File: src/odsf_pkg.sv
// Constants, field layout and state type of the optical diagnostic status page
package odsf_pkg;

   // ----------------------------------------------------------------
   // Page geometry and register indices (byte address = 4 * index)
   // ----------------------------------------------------------------
   localparam int unsigned ODSF_PAGE_BYTES = 256;
   localparam int unsigned ODSF_ADDR_W = 12;
   localparam logic [9:0] IDX_FACTORY_LAST = 10'h05E;
   localparam logic [9:0] IDX_CHECKSUM = 10'h05F;
   localparam logic [9:0] IDX_LIVE_FIRST = 10'h060;
   localparam logic [9:0] IDX_LIVE_LAST = 10'h069;
   localparam logic [9:0] IDX_CTRL_STAT = 10'h06E;
   localparam logic [9:0] IDX_ALARM_MAIN = 10'h070;
   localparam logic [9:0] IDX_ALARM_RX = 10'h071;
   localparam logic [9:0] IDX_WARN_MAIN = 10'h074;
   localparam logic [9:0] IDX_WARN_RX = 10'h075;
   localparam logic [9:0] IDX_LEGACY = 10'h07F;
   localparam logic [9:0] IDX_USER_FIRST = 10'h080;
   localparam logic [9:0] IDX_USER_LAST = 10'h0F7;
   localparam logic [9:0] IDX_FACTORY_CTL = 10'h100;

   // ----------------------------------------------------------------
   // Control/status byte fields
   // ----------------------------------------------------------------
   localparam int unsigned CS_TXOFF_PIN_BIT = 7;
   localparam int unsigned CS_SOFT_TXOFF_BIT = 6;
   localparam int unsigned CS_RATE_BIT = 4;
   localparam int unsigned CS_FAULT_BIT = 2;
   localparam int unsigned CS_LOS_BIT = 1;
   localparam int unsigned CS_NOT_READY_BIT = 0;
   localparam int unsigned FACTORY_UNLOCK_BIT = 0;

   // ----------------------------------------------------------------
   // Flag byte fields and threshold layout
   // ----------------------------------------------------------------
   localparam int unsigned N_QTY = 5;
   localparam int unsigned QTY_RX = 4;
   localparam int unsigned THR_BYTES_PER_QTY = 8;
   localparam int unsigned FLAG_RX_HIGH_BIT = 7;
   localparam int unsigned FLAG_RX_LOW_BIT = 6;
   localparam int unsigned THR_HI_ALARM = 0;
   localparam int unsigned THR_LO_ALARM = 1;
   localparam int unsigned THR_HI_WARN = 2;
   localparam int unsigned THR_LO_WARN = 3;

   // ----------------------------------------------------------------
   // Reset values
   // ----------------------------------------------------------------
   localparam logic SOFT_TXOFF_RST = 1'b0;
   localparam logic NOT_READY_RST = 1'b1;
   localparam logic UNLOCK_RST = 1'b0;
   localparam logic [7:0] MEM_RST = 8'h00;
   localparam logic [7:0] FLAGS_RST = 8'h00;

   // ----------------------------------------------------------------
   // Bus answer state
   // ----------------------------------------------------------------
   typedef enum logic [0:0] {
      ODSF_APB_WAIT = 1'b0,
      ODSF_APB_DONE = 1'b1
   } odsf_apb_t;

endpackage : odsf_pkg

File: src/odsf_diag_status.sv
// Diagnostic status, control and flag page of an optical transceiver, APB slave
//
// Function
// - Checksum byte 95 stored, returned on reads
// - Byte 127 writes accepted, no effect
// - Bytes 128-247 are writable user storage
// - Control bit 7 reads transmitter-off pin
// - Control bit 6 is software transmitter-off
// - Transmitter off when pin OR software bit
// - Control bit 4 reads bandwidth-select pin
// - Bandwidth pin ignored, always full bandwidth
// - Control bit 2 mirrors laser-fault output
// - Control bit 1 mirrors signal-lost output
// - Control bit 0 low once measurements valid
// - Byte 112 alarm flags, four quantities
// - Byte 113 receive-power high/low alarm flags
// - Byte 116 warning flags, same layout
// - Byte 117 bit 7 receive-power high warning
// - Live values big-endian in bytes 96-105
// - Temperature signed, compared as signed
// - Checksum covers bytes 0 through 94
`timescale 1ns/10ps

module odsf_diag_status #(
   parameter int unsigned MEAS_W = 16
) (
   input wire logic ref_clk,
   input wire logic rst_n,
   input wire logic psel,
   input wire logic penable,
   input wire logic pwrite,
   input wire logic [odsf_pkg::ODSF_ADDR_W-1:0] paddr,
   input wire logic [31:0] pwdata,
   output logic [31:0] prdata,
   output logic pready,
   output logic pslverr,
   input wire logic tx_disable_pin,
   input wire logic rate_select_pin,
   input wire logic laser_fault_in,
   input wire logic rx_signal_absent,
   input wire logic [MEAS_W-1:0] meas_temp,
   input wire logic [MEAS_W-1:0] meas_supply,
   input wire logic [MEAS_W-1:0] meas_bias,
   input wire logic [MEAS_W-1:0] meas_tx_power,
   input wire logic [MEAS_W-1:0] meas_rx_power,
   input wire logic meas_valid,
   output logic tx_off,
   output logic tx_fault,
   output logic signal_lost_indication,
   output logic full_bandwidth
);

   // ----------------------------------------------------------------
   // Elaboration check
   // ----------------------------------------------------------------
   if (MEAS_W != 16) begin : g_bad_width
      $error("odsf_diag_status: measurements must be 16 bits wide");
   end

   // ----------------------------------------------------------------
   // Declarations
   // ----------------------------------------------------------------
   logic [7:0] mem_r [0:odsf_pkg::ODSF_PAGE_BYTES-1]; // Page storage
   logic [1:0] txdis_sync_r; // Transmitter-off pin synchroniser
   logic [1:0] rate_sync_r; // Bandwidth-select pin synchroniser
   logic [1:0] fault_sync_r; // Laser fault synchroniser
   logic [1:0] los_sync_r; // Signal absent synchroniser
   logic soft_txoff_r; // Software transmitter-off bit
   logic not_ready_r; // Measurements not yet valid
   logic factory_unlock_r; // Opens bytes 0-95 for writing
   logic [7:0] alarm_main_r; // Alarm flags, four quantities
   logic [7:0] alarm_rx_r; // Receive power alarm flags
   logic [7:0] warn_main_r; // Warning flags, four quantities
   logic [7:0] warn_rx_r; // Receive power warning flags
   logic tx_off_r; // Transmitter disable output
   logic tx_fault_r; // Fault output
   logic los_r; // Signal lost output
   logic full_bw_r; // Bandwidth output
   odsf_pkg::odsf_apb_t apb_state_r; // Bus answer state
   odsf_pkg::odsf_apb_t apb_state_nxt; // Next bus state
   logic [31:0] prdata_r; // Registered read data
   logic pslverr_r; // Registered error answer
   logic [9:0] idx; // Register index from address
   logic acc; // Access phase present
   logic commit; // Edge where transfer completes
   logic wr_commit; // Write takes effect
   logic mapped; // Index is decoded
   logic [7:0] rd_byte; // Read data before register
   logic [7:0] ctrl_stat; // Assembled control/status byte
   logic [MEAS_W-1:0] meas_in [0:odsf_pkg::N_QTY-1]; // Live inputs
   logic [odsf_pkg::N_QTY-1:0] hi_alarm; // High alarm compares
   logic [odsf_pkg::N_QTY-1:0] lo_alarm; // Low alarm compares
   logic [odsf_pkg::N_QTY-1:0] hi_warn; // High warning compares
   logic [odsf_pkg::N_QTY-1:0] lo_warn; // Low warning compares

   // ----------------------------------------------------------------
   // Bus decode
   // ----------------------------------------------------------------
   assign idx = paddr[odsf_pkg::ODSF_ADDR_W-1:2];
   assign acc = psel && penable;
   assign commit = acc && (apb_state_r == odsf_pkg::ODSF_APB_DONE);
   assign wr_commit = commit && pwrite && !pslverr_r;
   assign mapped = (idx < 10'(odsf_pkg::ODSF_PAGE_BYTES)) || (idx == odsf_pkg::IDX_FACTORY_CTL);

   // ----------------------------------------------------------------
   // Measurement inputs as an array, one slot per quantity
   // ----------------------------------------------------------------
   assign meas_in[0] = meas_temp;
   assign meas_in[1] = meas_supply;
   assign meas_in[2] = meas_bias;
   assign meas_in[3] = meas_tx_power;
   assign meas_in[4] = meas_rx_power;

   // ----------------------------------------------------------------
   // Threshold compares against the stored big-endian pairs
   // ----------------------------------------------------------------
   for (genvar q = 0; q < odsf_pkg::N_QTY; q++) begin : g_cmp
      localparam int unsigned BASE = q * odsf_pkg::THR_BYTES_PER_QTY;
      logic [15:0] thr_ha; // High alarm threshold
      logic [15:0] thr_la; // Low alarm threshold
      logic [15:0] thr_hw; // High warning threshold
      logic [15:0] thr_lw; // Low warning threshold
      // Pairs: most significant byte first
      assign thr_ha = {mem_r[BASE + 2 * odsf_pkg::THR_HI_ALARM], mem_r[BASE + 2 * odsf_pkg::THR_HI_ALARM + 1]};
      assign thr_la = {mem_r[BASE + 2 * odsf_pkg::THR_LO_ALARM], mem_r[BASE + 2 * odsf_pkg::THR_LO_ALARM + 1]};
      assign thr_hw = {mem_r[BASE + 2 * odsf_pkg::THR_HI_WARN], mem_r[BASE + 2 * odsf_pkg::THR_HI_WARN + 1]};
      assign thr_lw = {mem_r[BASE + 2 * odsf_pkg::THR_LO_WARN], mem_r[BASE + 2 * odsf_pkg::THR_LO_WARN + 1]};
      if (q == 0) begin : g_signed
         // Temperature is two's complement, compared signed
         assign hi_alarm[q] = $signed(meas_in[q]) > $signed(thr_ha);
         assign lo_alarm[q] = $signed(meas_in[q]) < $signed(thr_la);
         assign hi_warn[q] = $signed(meas_in[q]) > $signed(thr_hw);
         assign lo_warn[q] = $signed(meas_in[q]) < $signed(thr_lw);
      end else begin : g_unsigned
         // Other quantities are plain unsigned counts
         assign hi_alarm[q] = meas_in[q] > thr_ha;
         assign lo_alarm[q] = meas_in[q] < thr_la;
         assign hi_warn[q] = meas_in[q] > thr_hw;
         assign lo_warn[q] = meas_in[q] < thr_lw;
      end
   end

   // ----------------------------------------------------------------
   // Pin synchronisers
   // ----------------------------------------------------------------
   // Two stages each; only the second stage is read downstream
   always_ff @(posedge ref_clk or negedge rst_n) begin
      if (!rst_n) begin
         txdis_sync_r <= 2'h0;
         rate_sync_r <= 2'h0;
         fault_sync_r <= 2'h0;
         los_sync_r <= 2'h0;
      end else begin
         txdis_sync_r <= {txdis_sync_r[0], tx_disable_pin};
         rate_sync_r <= {rate_sync_r[0], rate_select_pin};
         fault_sync_r <= {fault_sync_r[0], laser_fault_in};
         los_sync_r <= {los_sync_r[0], rx_signal_absent};
      end
   end

   // ----------------------------------------------------------------
   // Pin outputs
   // ----------------------------------------------------------------
   // Transmitter off, fault, signal lost and bandwidth outputs
   always_ff @(posedge ref_clk or negedge rst_n) begin
      if (!rst_n) begin
         tx_off_r <= 1'b1;
         tx_fault_r <= 1'b0;
         los_r <= 1'b0;
         full_bw_r <= 1'b1;
      end else begin
         tx_off_r <= txdis_sync_r[1] | soft_txoff_r;
         tx_fault_r <= fault_sync_r[1];
         los_r <= los_sync_r[1];
         full_bw_r <= 1'b1; // Pin level has no effect
      end
   end

   // ----------------------------------------------------------------
   // Control bits written by software
   // ----------------------------------------------------------------
   // Software transmitter-off and factory unlock
   always_ff @(posedge ref_clk or negedge rst_n) begin
      if (!rst_n) begin
         soft_txoff_r <= odsf_pkg::SOFT_TXOFF_RST;
         factory_unlock_r <= odsf_pkg::UNLOCK_RST;
      end else if (wr_commit) begin
         if (idx == odsf_pkg::IDX_CTRL_STAT) begin
            soft_txoff_r <= pwdata[odsf_pkg::CS_SOFT_TXOFF_BIT];
         end
         if (idx == odsf_pkg::IDX_FACTORY_CTL) begin
            factory_unlock_r <= pwdata[odsf_pkg::FACTORY_UNLOCK_BIT];
         end
      end
   end

   // ----------------------------------------------------------------
   // Measurement readiness
   // ----------------------------------------------------------------
   // Stays set until the first valid measurement arrives
   always_ff @(posedge ref_clk or negedge rst_n) begin
      if (!rst_n) begin
         not_ready_r <= odsf_pkg::NOT_READY_RST;
      end else if (meas_valid) begin
         not_ready_r <= 1'b0;
      end
   end

   // ----------------------------------------------------------------
   // Alarm and warning flags
   // ----------------------------------------------------------------
   // Recomputed from each new measurement, never latched
   always_ff @(posedge ref_clk or negedge rst_n) begin
      if (!rst_n) begin
         alarm_main_r <= odsf_pkg::FLAGS_RST;
         alarm_rx_r <= odsf_pkg::FLAGS_RST;
         warn_main_r <= odsf_pkg::FLAGS_RST;
         warn_rx_r <= odsf_pkg::FLAGS_RST;
      end else if (meas_valid) begin
         for (int q = 0; q < 4; q++) begin
            alarm_main_r[7 - 2 * q] <= hi_alarm[q];
            alarm_main_r[6 - 2 * q] <= lo_alarm[q];
            warn_main_r[7 - 2 * q] <= hi_warn[q];
            warn_main_r[6 - 2 * q] <= lo_warn[q];
         end
         alarm_rx_r <= FLAGS_RX(hi_alarm[odsf_pkg::QTY_RX], lo_alarm[odsf_pkg::QTY_RX]);
         warn_rx_r <= FLAGS_RX(hi_warn[odsf_pkg::QTY_RX], lo_warn[odsf_pkg::QTY_RX]);
      end
   end

   // Receive power flag byte: high in bit 7, low in bit 6, rest zero
   function automatic logic [7:0] FLAGS_RX(input logic hi, input logic lo);
      logic [7:0] v;
      v = 8'h00;
      v[odsf_pkg::FLAG_RX_HIGH_BIT] = hi;
      v[odsf_pkg::FLAG_RX_LOW_BIT] = lo;
      return v;
   endfunction : FLAGS_RX

   // ----------------------------------------------------------------
   // Page storage
   // ----------------------------------------------------------------
   // Factory bytes, user bytes and live measurement bytes
   always_ff @(posedge ref_clk or negedge rst_n) begin
      if (!rst_n) begin
         for (int i = 0; i < odsf_pkg::ODSF_PAGE_BYTES; i++) begin
            mem_r[i] <= odsf_pkg::MEM_RST;
         end
      end else begin
         if (wr_commit) begin
            if (idx <= odsf_pkg::IDX_CHECKSUM && factory_unlock_r) begin
               // Thresholds, calibration and checksum: factory only
               mem_r[idx[7:0]] <= pwdata[7:0];
            end else if (idx >= odsf_pkg::IDX_USER_FIRST && idx <= odsf_pkg::IDX_USER_LAST) begin
               mem_r[idx[7:0]] <= pwdata[7:0];
            end
            // Writes to the legacy byte are taken and dropped
         end
         if (meas_valid) begin
            for (int q = 0; q < odsf_pkg::N_QTY; q++) begin
               // Live values, most significant byte first
               mem_r[32'(odsf_pkg::IDX_LIVE_FIRST) + 2 * q] <= meas_in[q][15:8];
               mem_r[32'(odsf_pkg::IDX_LIVE_FIRST) + 2 * q + 1] <= meas_in[q][7:0];
            end
         end
      end
   end

   // ----------------------------------------------------------------
   // Read multiplexer
   // ----------------------------------------------------------------
   // Control/status byte from live pin levels and control bits
   always_comb begin
      ctrl_stat = 8'h00;
      ctrl_stat[odsf_pkg::CS_TXOFF_PIN_BIT] = txdis_sync_r[1];
      ctrl_stat[odsf_pkg::CS_SOFT_TXOFF_BIT] = soft_txoff_r;
      ctrl_stat[odsf_pkg::CS_RATE_BIT] = rate_sync_r[1];
      ctrl_stat[odsf_pkg::CS_FAULT_BIT] = tx_fault_r;
      ctrl_stat[odsf_pkg::CS_LOS_BIT] = los_r;
      ctrl_stat[odsf_pkg::CS_NOT_READY_BIT] = not_ready_r;
   end

   // Byte selection by index; reserved bytes read zero
   always_comb begin
      rd_byte = 8'h00;
      if (idx <= odsf_pkg::IDX_CHECKSUM) begin
         rd_byte = mem_r[idx[7:0]];
      end else if (idx >= odsf_pkg::IDX_LIVE_FIRST && idx <= odsf_pkg::IDX_LIVE_LAST) begin
         rd_byte = mem_r[idx[7:0]];
      end else if (idx >= odsf_pkg::IDX_USER_FIRST && idx <= odsf_pkg::IDX_USER_LAST) begin
         rd_byte = mem_r[idx[7:0]];
      end else begin
         case (idx)
            odsf_pkg::IDX_CTRL_STAT: begin
               rd_byte = ctrl_stat;
            end
            odsf_pkg::IDX_ALARM_MAIN: begin
               rd_byte = alarm_main_r;
            end
            odsf_pkg::IDX_ALARM_RX: begin
               rd_byte = alarm_rx_r;
            end
            odsf_pkg::IDX_WARN_MAIN: begin
               rd_byte = warn_main_r;
            end
            odsf_pkg::IDX_WARN_RX: begin
               rd_byte = warn_rx_r;
            end
            odsf_pkg::IDX_FACTORY_CTL: begin
               rd_byte = {7'h00, factory_unlock_r};
            end
            default: begin
               rd_byte = 8'h00;
            end
         endcase
      end
   end

   // ----------------------------------------------------------------
   // APB answer
   // ----------------------------------------------------------------
   // One wait state: ready rises in the second access cycle
   always_comb begin
      apb_state_nxt = apb_state_r;
      case (apb_state_r)
         odsf_pkg::ODSF_APB_WAIT: begin
            if (acc) begin
               apb_state_nxt = odsf_pkg::ODSF_APB_DONE;
            end
         end
         odsf_pkg::ODSF_APB_DONE: begin
            apb_state_nxt = odsf_pkg::ODSF_APB_WAIT;
         end
         default: begin
            apb_state_nxt = odsf_pkg::ODSF_APB_WAIT;
         end
      endcase
   end

   // State, ready, read data and error, all registered
   always_ff @(posedge ref_clk or negedge rst_n) begin
      if (!rst_n) begin
         apb_state_r <= odsf_pkg::ODSF_APB_WAIT;
         prdata_r <= 32'h0000_0000;
         pslverr_r <= 1'b0;
      end else begin
         apb_state_r <= apb_state_nxt;
         if (acc && apb_state_r == odsf_pkg::ODSF_APB_WAIT) begin
            prdata_r <= pwrite ? 32'h0000_0000 : {24'h00_0000, rd_byte};
            pslverr_r <= !mapped;
         end else if (commit) begin
            prdata_r <= 32'h0000_0000;
            pslverr_r <= 1'b0;
         end
      end
   end

   // ----------------------------------------------------------------
   // Outputs
   // ----------------------------------------------------------------
   assign prdata = prdata_r;
   assign pready = (apb_state_r == odsf_pkg::ODSF_APB_DONE);
   assign pslverr = pslverr_r;
   assign tx_off = tx_off_r;
   assign tx_fault = tx_fault_r;
   assign signal_lost_indication = los_r;
   assign full_bandwidth = full_bw_r;

endmodule : odsf_diag_status

File: config.mk
export PLATFORM = sky130hd
export DESIGN_NAME = odsf_diag_status
export DESIGN_NICKNAME = d
export VERILOG_FILES = /design/src/odsf_pkg.sv /design/src/odsf_diag_status.sv
export SDC_FILE = /design/constraint.sdc
export NUM_CORES = 2
export LEC_CHECK = 0
export BUFFER_PORTS_ARGS = -buffer_cell sky130_fd_sc_hd__buf_2
export CAP_MARGIN = 40
export CORE_MARGIN = 5
export CORE_UTILIZATION = 42
export DETAILED_ROUTE_END_ITERATION = 7
export HOLD_SLACK_MARGIN = 0.08
export RECOVER_POWER = 100
export SYNTH_ARGS = -nofsm -noshare
export SYNTH_HDL_FRONTEND = slang
export SYNTH_SLANG_ARGS = --single-unit
File: constraint.sdc
create_clock -name ref_clk -period 8 [get_ports ref_clk]
set_clock_uncertainty 0.2 [all_clocks]
set_input_delay 0.8 -clock ref_clk [delete_from_list [all_inputs] [get_ports ref_clk]]
set_output_delay 0.8 -clock ref_clk [all_outputs]
set_load 0.02 [all_outputs]
==> results.py <==
metrics = {
    "synth": {
        "ys_warn_count": 0,
        "synth_area_per_cell_um2": 14.4,
        "yosys-mux-area-fraction_pct": 33.8,
        "syn-cell-area_mm2": 0.100,
        "synth-compound-area-share_pct": 3.16,
        "ys_seq_area_share_pct": 51.9,
        "synth_top_family_by_area": "multiplexers",
        "yosys.area.top_type": "dfrtp_1",
        "yosys.area_share.simple_pct": 3.12,
        "synthFlopType": "dfrtp_1",
        "postSynth.asyncResetShare_pct": 100,
        "synth-edff-count": 0,
        "synthXorXnorAreaFrac_pct": 0,
        "synthAdderAreaFrac_pct": 3.87,
        "syn_inst": 6934,
        "ys_types": 71,
        "ys_seq_elements": 2076,
        "synth_top_area_share_pct": 51.8,
        "synth_area_leaders": "dfrtp_1 (52%), mux2_2 (20%), mux4_2 (13%)",
    },
    "critical_path": {
        "path_cells": "clkbuf_1 -> nand2_1 -> nor2_4 -> clkbuf_1 -> nand2_1 -> mux2_2",
        "cp_slowest_cell": "clkbuf_1",
        "crit_required_ns": 8.52,
        "critPathLaunchType": "primary input",
        "cp_data_arrival_time_ns": 6.95,
        "critPathCaptureType": "flop",
        "path_max_fanout": 20,
        "timing.critical_path.slowest_cell_delay_ns": 1.74,
        "crit_type": "primary input to flop",
    },
    "clock_network": {
        "cts_tree": "built",
        "cts_buffers": 222,
        "clock_insertion_delay_worst_skew_ns": 0.87,
        "cts_max_level": 4,
        "path_clk_slew_ns": 0.06,
        "postCtsResizedCells": 0,
        "cts_root_buffer": "clkbuf_16",
        "clock_sinks": 2076,
        "max-clock-path-buffers": 3,
    },
    "floorplan": {
        "dieWidth_um": 498,
        "dieArea_mm2": 0.248,
        "coreArea_mm2": 0.238,
        "ios": 172,
        "initial_utilization_pct": 42.2,
        "rows": 179,
        "die_h_um": 498,
    },
    "sta": {
        "setup_viol": 0,
        "post-route-period-util_pct": 80.4,
        "layout_setup_ws_ns": 1.57,
        "hold_viol": 0,
        "relSlewSlack_pct": -156,
        "fmax_mhz": 156,
        "fin_crit_ns": 6.43,
        "worst_pin_slew_ns": 3.84,
        "fin_setup_tns_ns": 0,
        "grt_setup_unrepaired": "false",
        "slew_viol_final": 444,
    },
    "global_route": {
        "grt_usage_pct": 23.5,
        "grt_pass1_wl_mm": 435,
        "antenna_found_initial": 19,
        "grt_remaining_overflow": 0,
        "grt_max_degree": 178,
        "grt_pass1_vias": 62100,
    },
    "power": {
        "power_leakage_nw": 52.6,
        "ir_drop_uv": 216,
        "power_density_mw_per_mm2": 203,
    },
    "drt": {
        "drc": 0,
        "via_count": 59400,
        "drtIter0Drc": 4691,
        "wl_per_cell_um": 28.8,
        "dr.pass1.iters": 7,
        "drt_wl_total_mm": 293,
        "drtAntennaViolNets": 0,
        "viasPerCell": 5.84,
    },
    "finish": {
        "area_delta_synth_final_pct": 11.2,
        "nFillCells": 20700,
        "drive_above_1_share_pct": 42.8,
        "final_nets": 7259,
    },
    "place": {
        "dp_hpwl_mm": 196,
        "dp_slack_ns": 2.86,
        "io_buffers": 120,
        "routabilityCongestion": 0.913,
    },
    "status": {
        "violations": "max-capacitance violations, max-slew violations",
        "status": "finished with violations",
    },
    "worst_hold_path": {
        "hp-class": "flop to flop",
    },
    "flow_run": {
        "maxCapViolations": 12,
    },
}
==> worst max-delay path, delay by kind of cell <==
kind          cells  cell delay [ns]
mux               1             0.47
simple gates      3             2.69
buf+inv           2             2.86
==> cell families after synthesis <==
| family | after synthesis |
|---|---|
| fa+ha+maj | 310 |
| buf+inv | 981 |
| mux | 2445 |
| flops | 2076 |
| simple gates | 645 |
| compound gates | 475 |
| other cells | 2 |
==> worst paths after layout <==
kind,startpoint,to,slack [ns],depth (start not counted)
max reg2reg,pready$_DFF_PN0_,mem_r[563]$_DFFE_PN0P_,2.72,9
min reg2reg,fault_sync_r[0]$_DFF_PN0_,fault_sync_r[1]$_DFF_PN0_,0.15,0
min in group asynchronous,rst_n,mem_r[1212]$_DFFE_PN0P_,1.49,2
min,fault_sync_r[0]$_DFF_PN0_,fault_sync_r[1]$_DFF_PN0_,0.15,0
max in group asynchronous,rst_n,mem_r[883]$_DFFE_PN0P_,2.65,3
max,paddr[4],mem_r[79]$_DFFE_PN0P_,1.57,6
==> what timing repair did <==
| action | 4_1_cts | 5_1_grt |
|---|---|---|
| setup endpoints to repair | 0 | 0 |
| setup buffers | 0 | 0 |
| endpoints found under the hold margin | 144 | 0 |
| hold buffers | 42 | 0 |
==> synth_stat cells (5+ instances only) <==
| cell type | n |
|---|---|
| dfrtp_1 | 2074 |
| mux2_2 | 1811 |
| mux4_2 | 568 |
| clkbuf_1 | 496 |
| ha_1 | 310 |
| inv_1 | 310 |
| nand2_1 | 270 |
| a21oi_1 | 109 |
| o21ai_0 | 79 |
| nor2_1 | 70 |
| mux2i_1 | 66 |
| buf_2 | 64 |
| buf_4 | 62 |
| a21o_1 | 57 |
| nand4_1 | 48 |
| nor3_1 | 47 |
| a22oi_1 | 46 |
| nor2b_1 | 45 |
| nand3_1 | 34 |
| nand2b_1 | 31 |
| nand2_2 | 30 |
| buf_6 | 25 |
| o21a_1 | 25 |
| o22ai_1 | 23 |
| buf_1 | 22 |
| a221oi_1 | 20 |
| a31oi_1 | 18 |
| nor2_2 | 18 |
| a22o_1 | 17 |
| nor4_1 | 11 |
| or3_1 | 10 |
| and3_1 | 9 |
| o211ai_1 | 8 |
| a211oi_1 | 7 |
| a2111oi_0 | 6 |
| a21boi_0 | 5 |
| a311oi_1 | 5 |
| o2111ai_1 | 5 |
| o32ai_1 | 5 |
==> sequential cells by signal, indices dropped and copies added, names as in the netlist, 2 cells and up <==
name,count
g_cmp.thr_hw,80
rate_sync_r,2
g_cmp.thr_la,80
alarm_rx_r,2
txdis_sync_r,2
fault_sync_r,2
mem_r,1712
los_sync_r,2
prdata,8
warn_rx_r,2
g_cmp.thr_ha,80
g_cmp.thr_lw,80
alarm_main_r,8
warn_main_r,8
==> cell usage in the layout (no fill, tap or decap), types with 34 or more instances in the layout <==
cell type / instances
dfrtp_1: 2074
mux2_2: 1811
mux4_2: 568
inv_1: 310
ha_1: 310
nand2_1: 293
clkbuf_16: 224
a21oi_1: 109
buf_2: 95
clkbuf_1: 81
buf_4: 81
nor2_1: 80
o21ai_0: 79
mux2i_1: 66
a21o_1: 57
clkbuf_8: 52
nand4_1: 48
a22oi_1: 46
nor3_1: 45
nor2b_1: 45
dlygate4sd3_1: 42
clkinv_2: 41
nand3_1: 34
==> cell type report <==
class / count / area (µm²) / area share (%)
clock buffers: 321 / 6470 / 5.81
flip-flops and latches: 2076 / 52000 / 46.7
inverters: 312 / 1180 / 1.06
clock inverters: 80 / 1090 / 0.980
well taps: 3167 / 3960 / 3.56
diodes: 7 / 17.5 / 0.0157
multi-input cells: 3900 / 44100 / 39.6
repair buffers: 303 / 2580 / 2.31
==> per-layer routing <==
metal | wire length [µm] | vias to the layer above | share of wire [%] | track usage, %
li1 | - | 25100 | - | -
met1 | 128000 | 32100 | 44 | 33.2
met2 | 134000 | 1670 | 46 | 36.2
met3 | 17900 | 554 | 6.1 | 4.31
met4 | 12500 | 4 | 4.3 | 9.02
met5 | 27 | - | 0.0092 | 0
==> power by group <==
part	switching [mW]	internal (mW)
logic	0.962	0.407
clock network	4.39	6.22
registers	0.0535	10.6
total	5.40	17.2
==> stage by stage <==
step | power [mW] | util, % | cell area (µm²) | cells | hold WS [ns]
6_report | 22.6 | 46.9 | 111000 | 10200 | 0.146
2_1_floorplan | 11.5 | - | 100000 | 6957 | 0.131
4_1_cts | 22.8 | 47.0 | 112000 | 10200 | 0.0810
3_5_place_dp | 12.2 | 43.6 | 104000 | 9714 | 0.135
5_1_grt | 23.3 | 46.9 | 111000 | 10200 | 0.114
3_3_place_gp | 12.1 | 43.4 | 103000 | 9690 | 0.132
(Power assumes the default switching activity.)
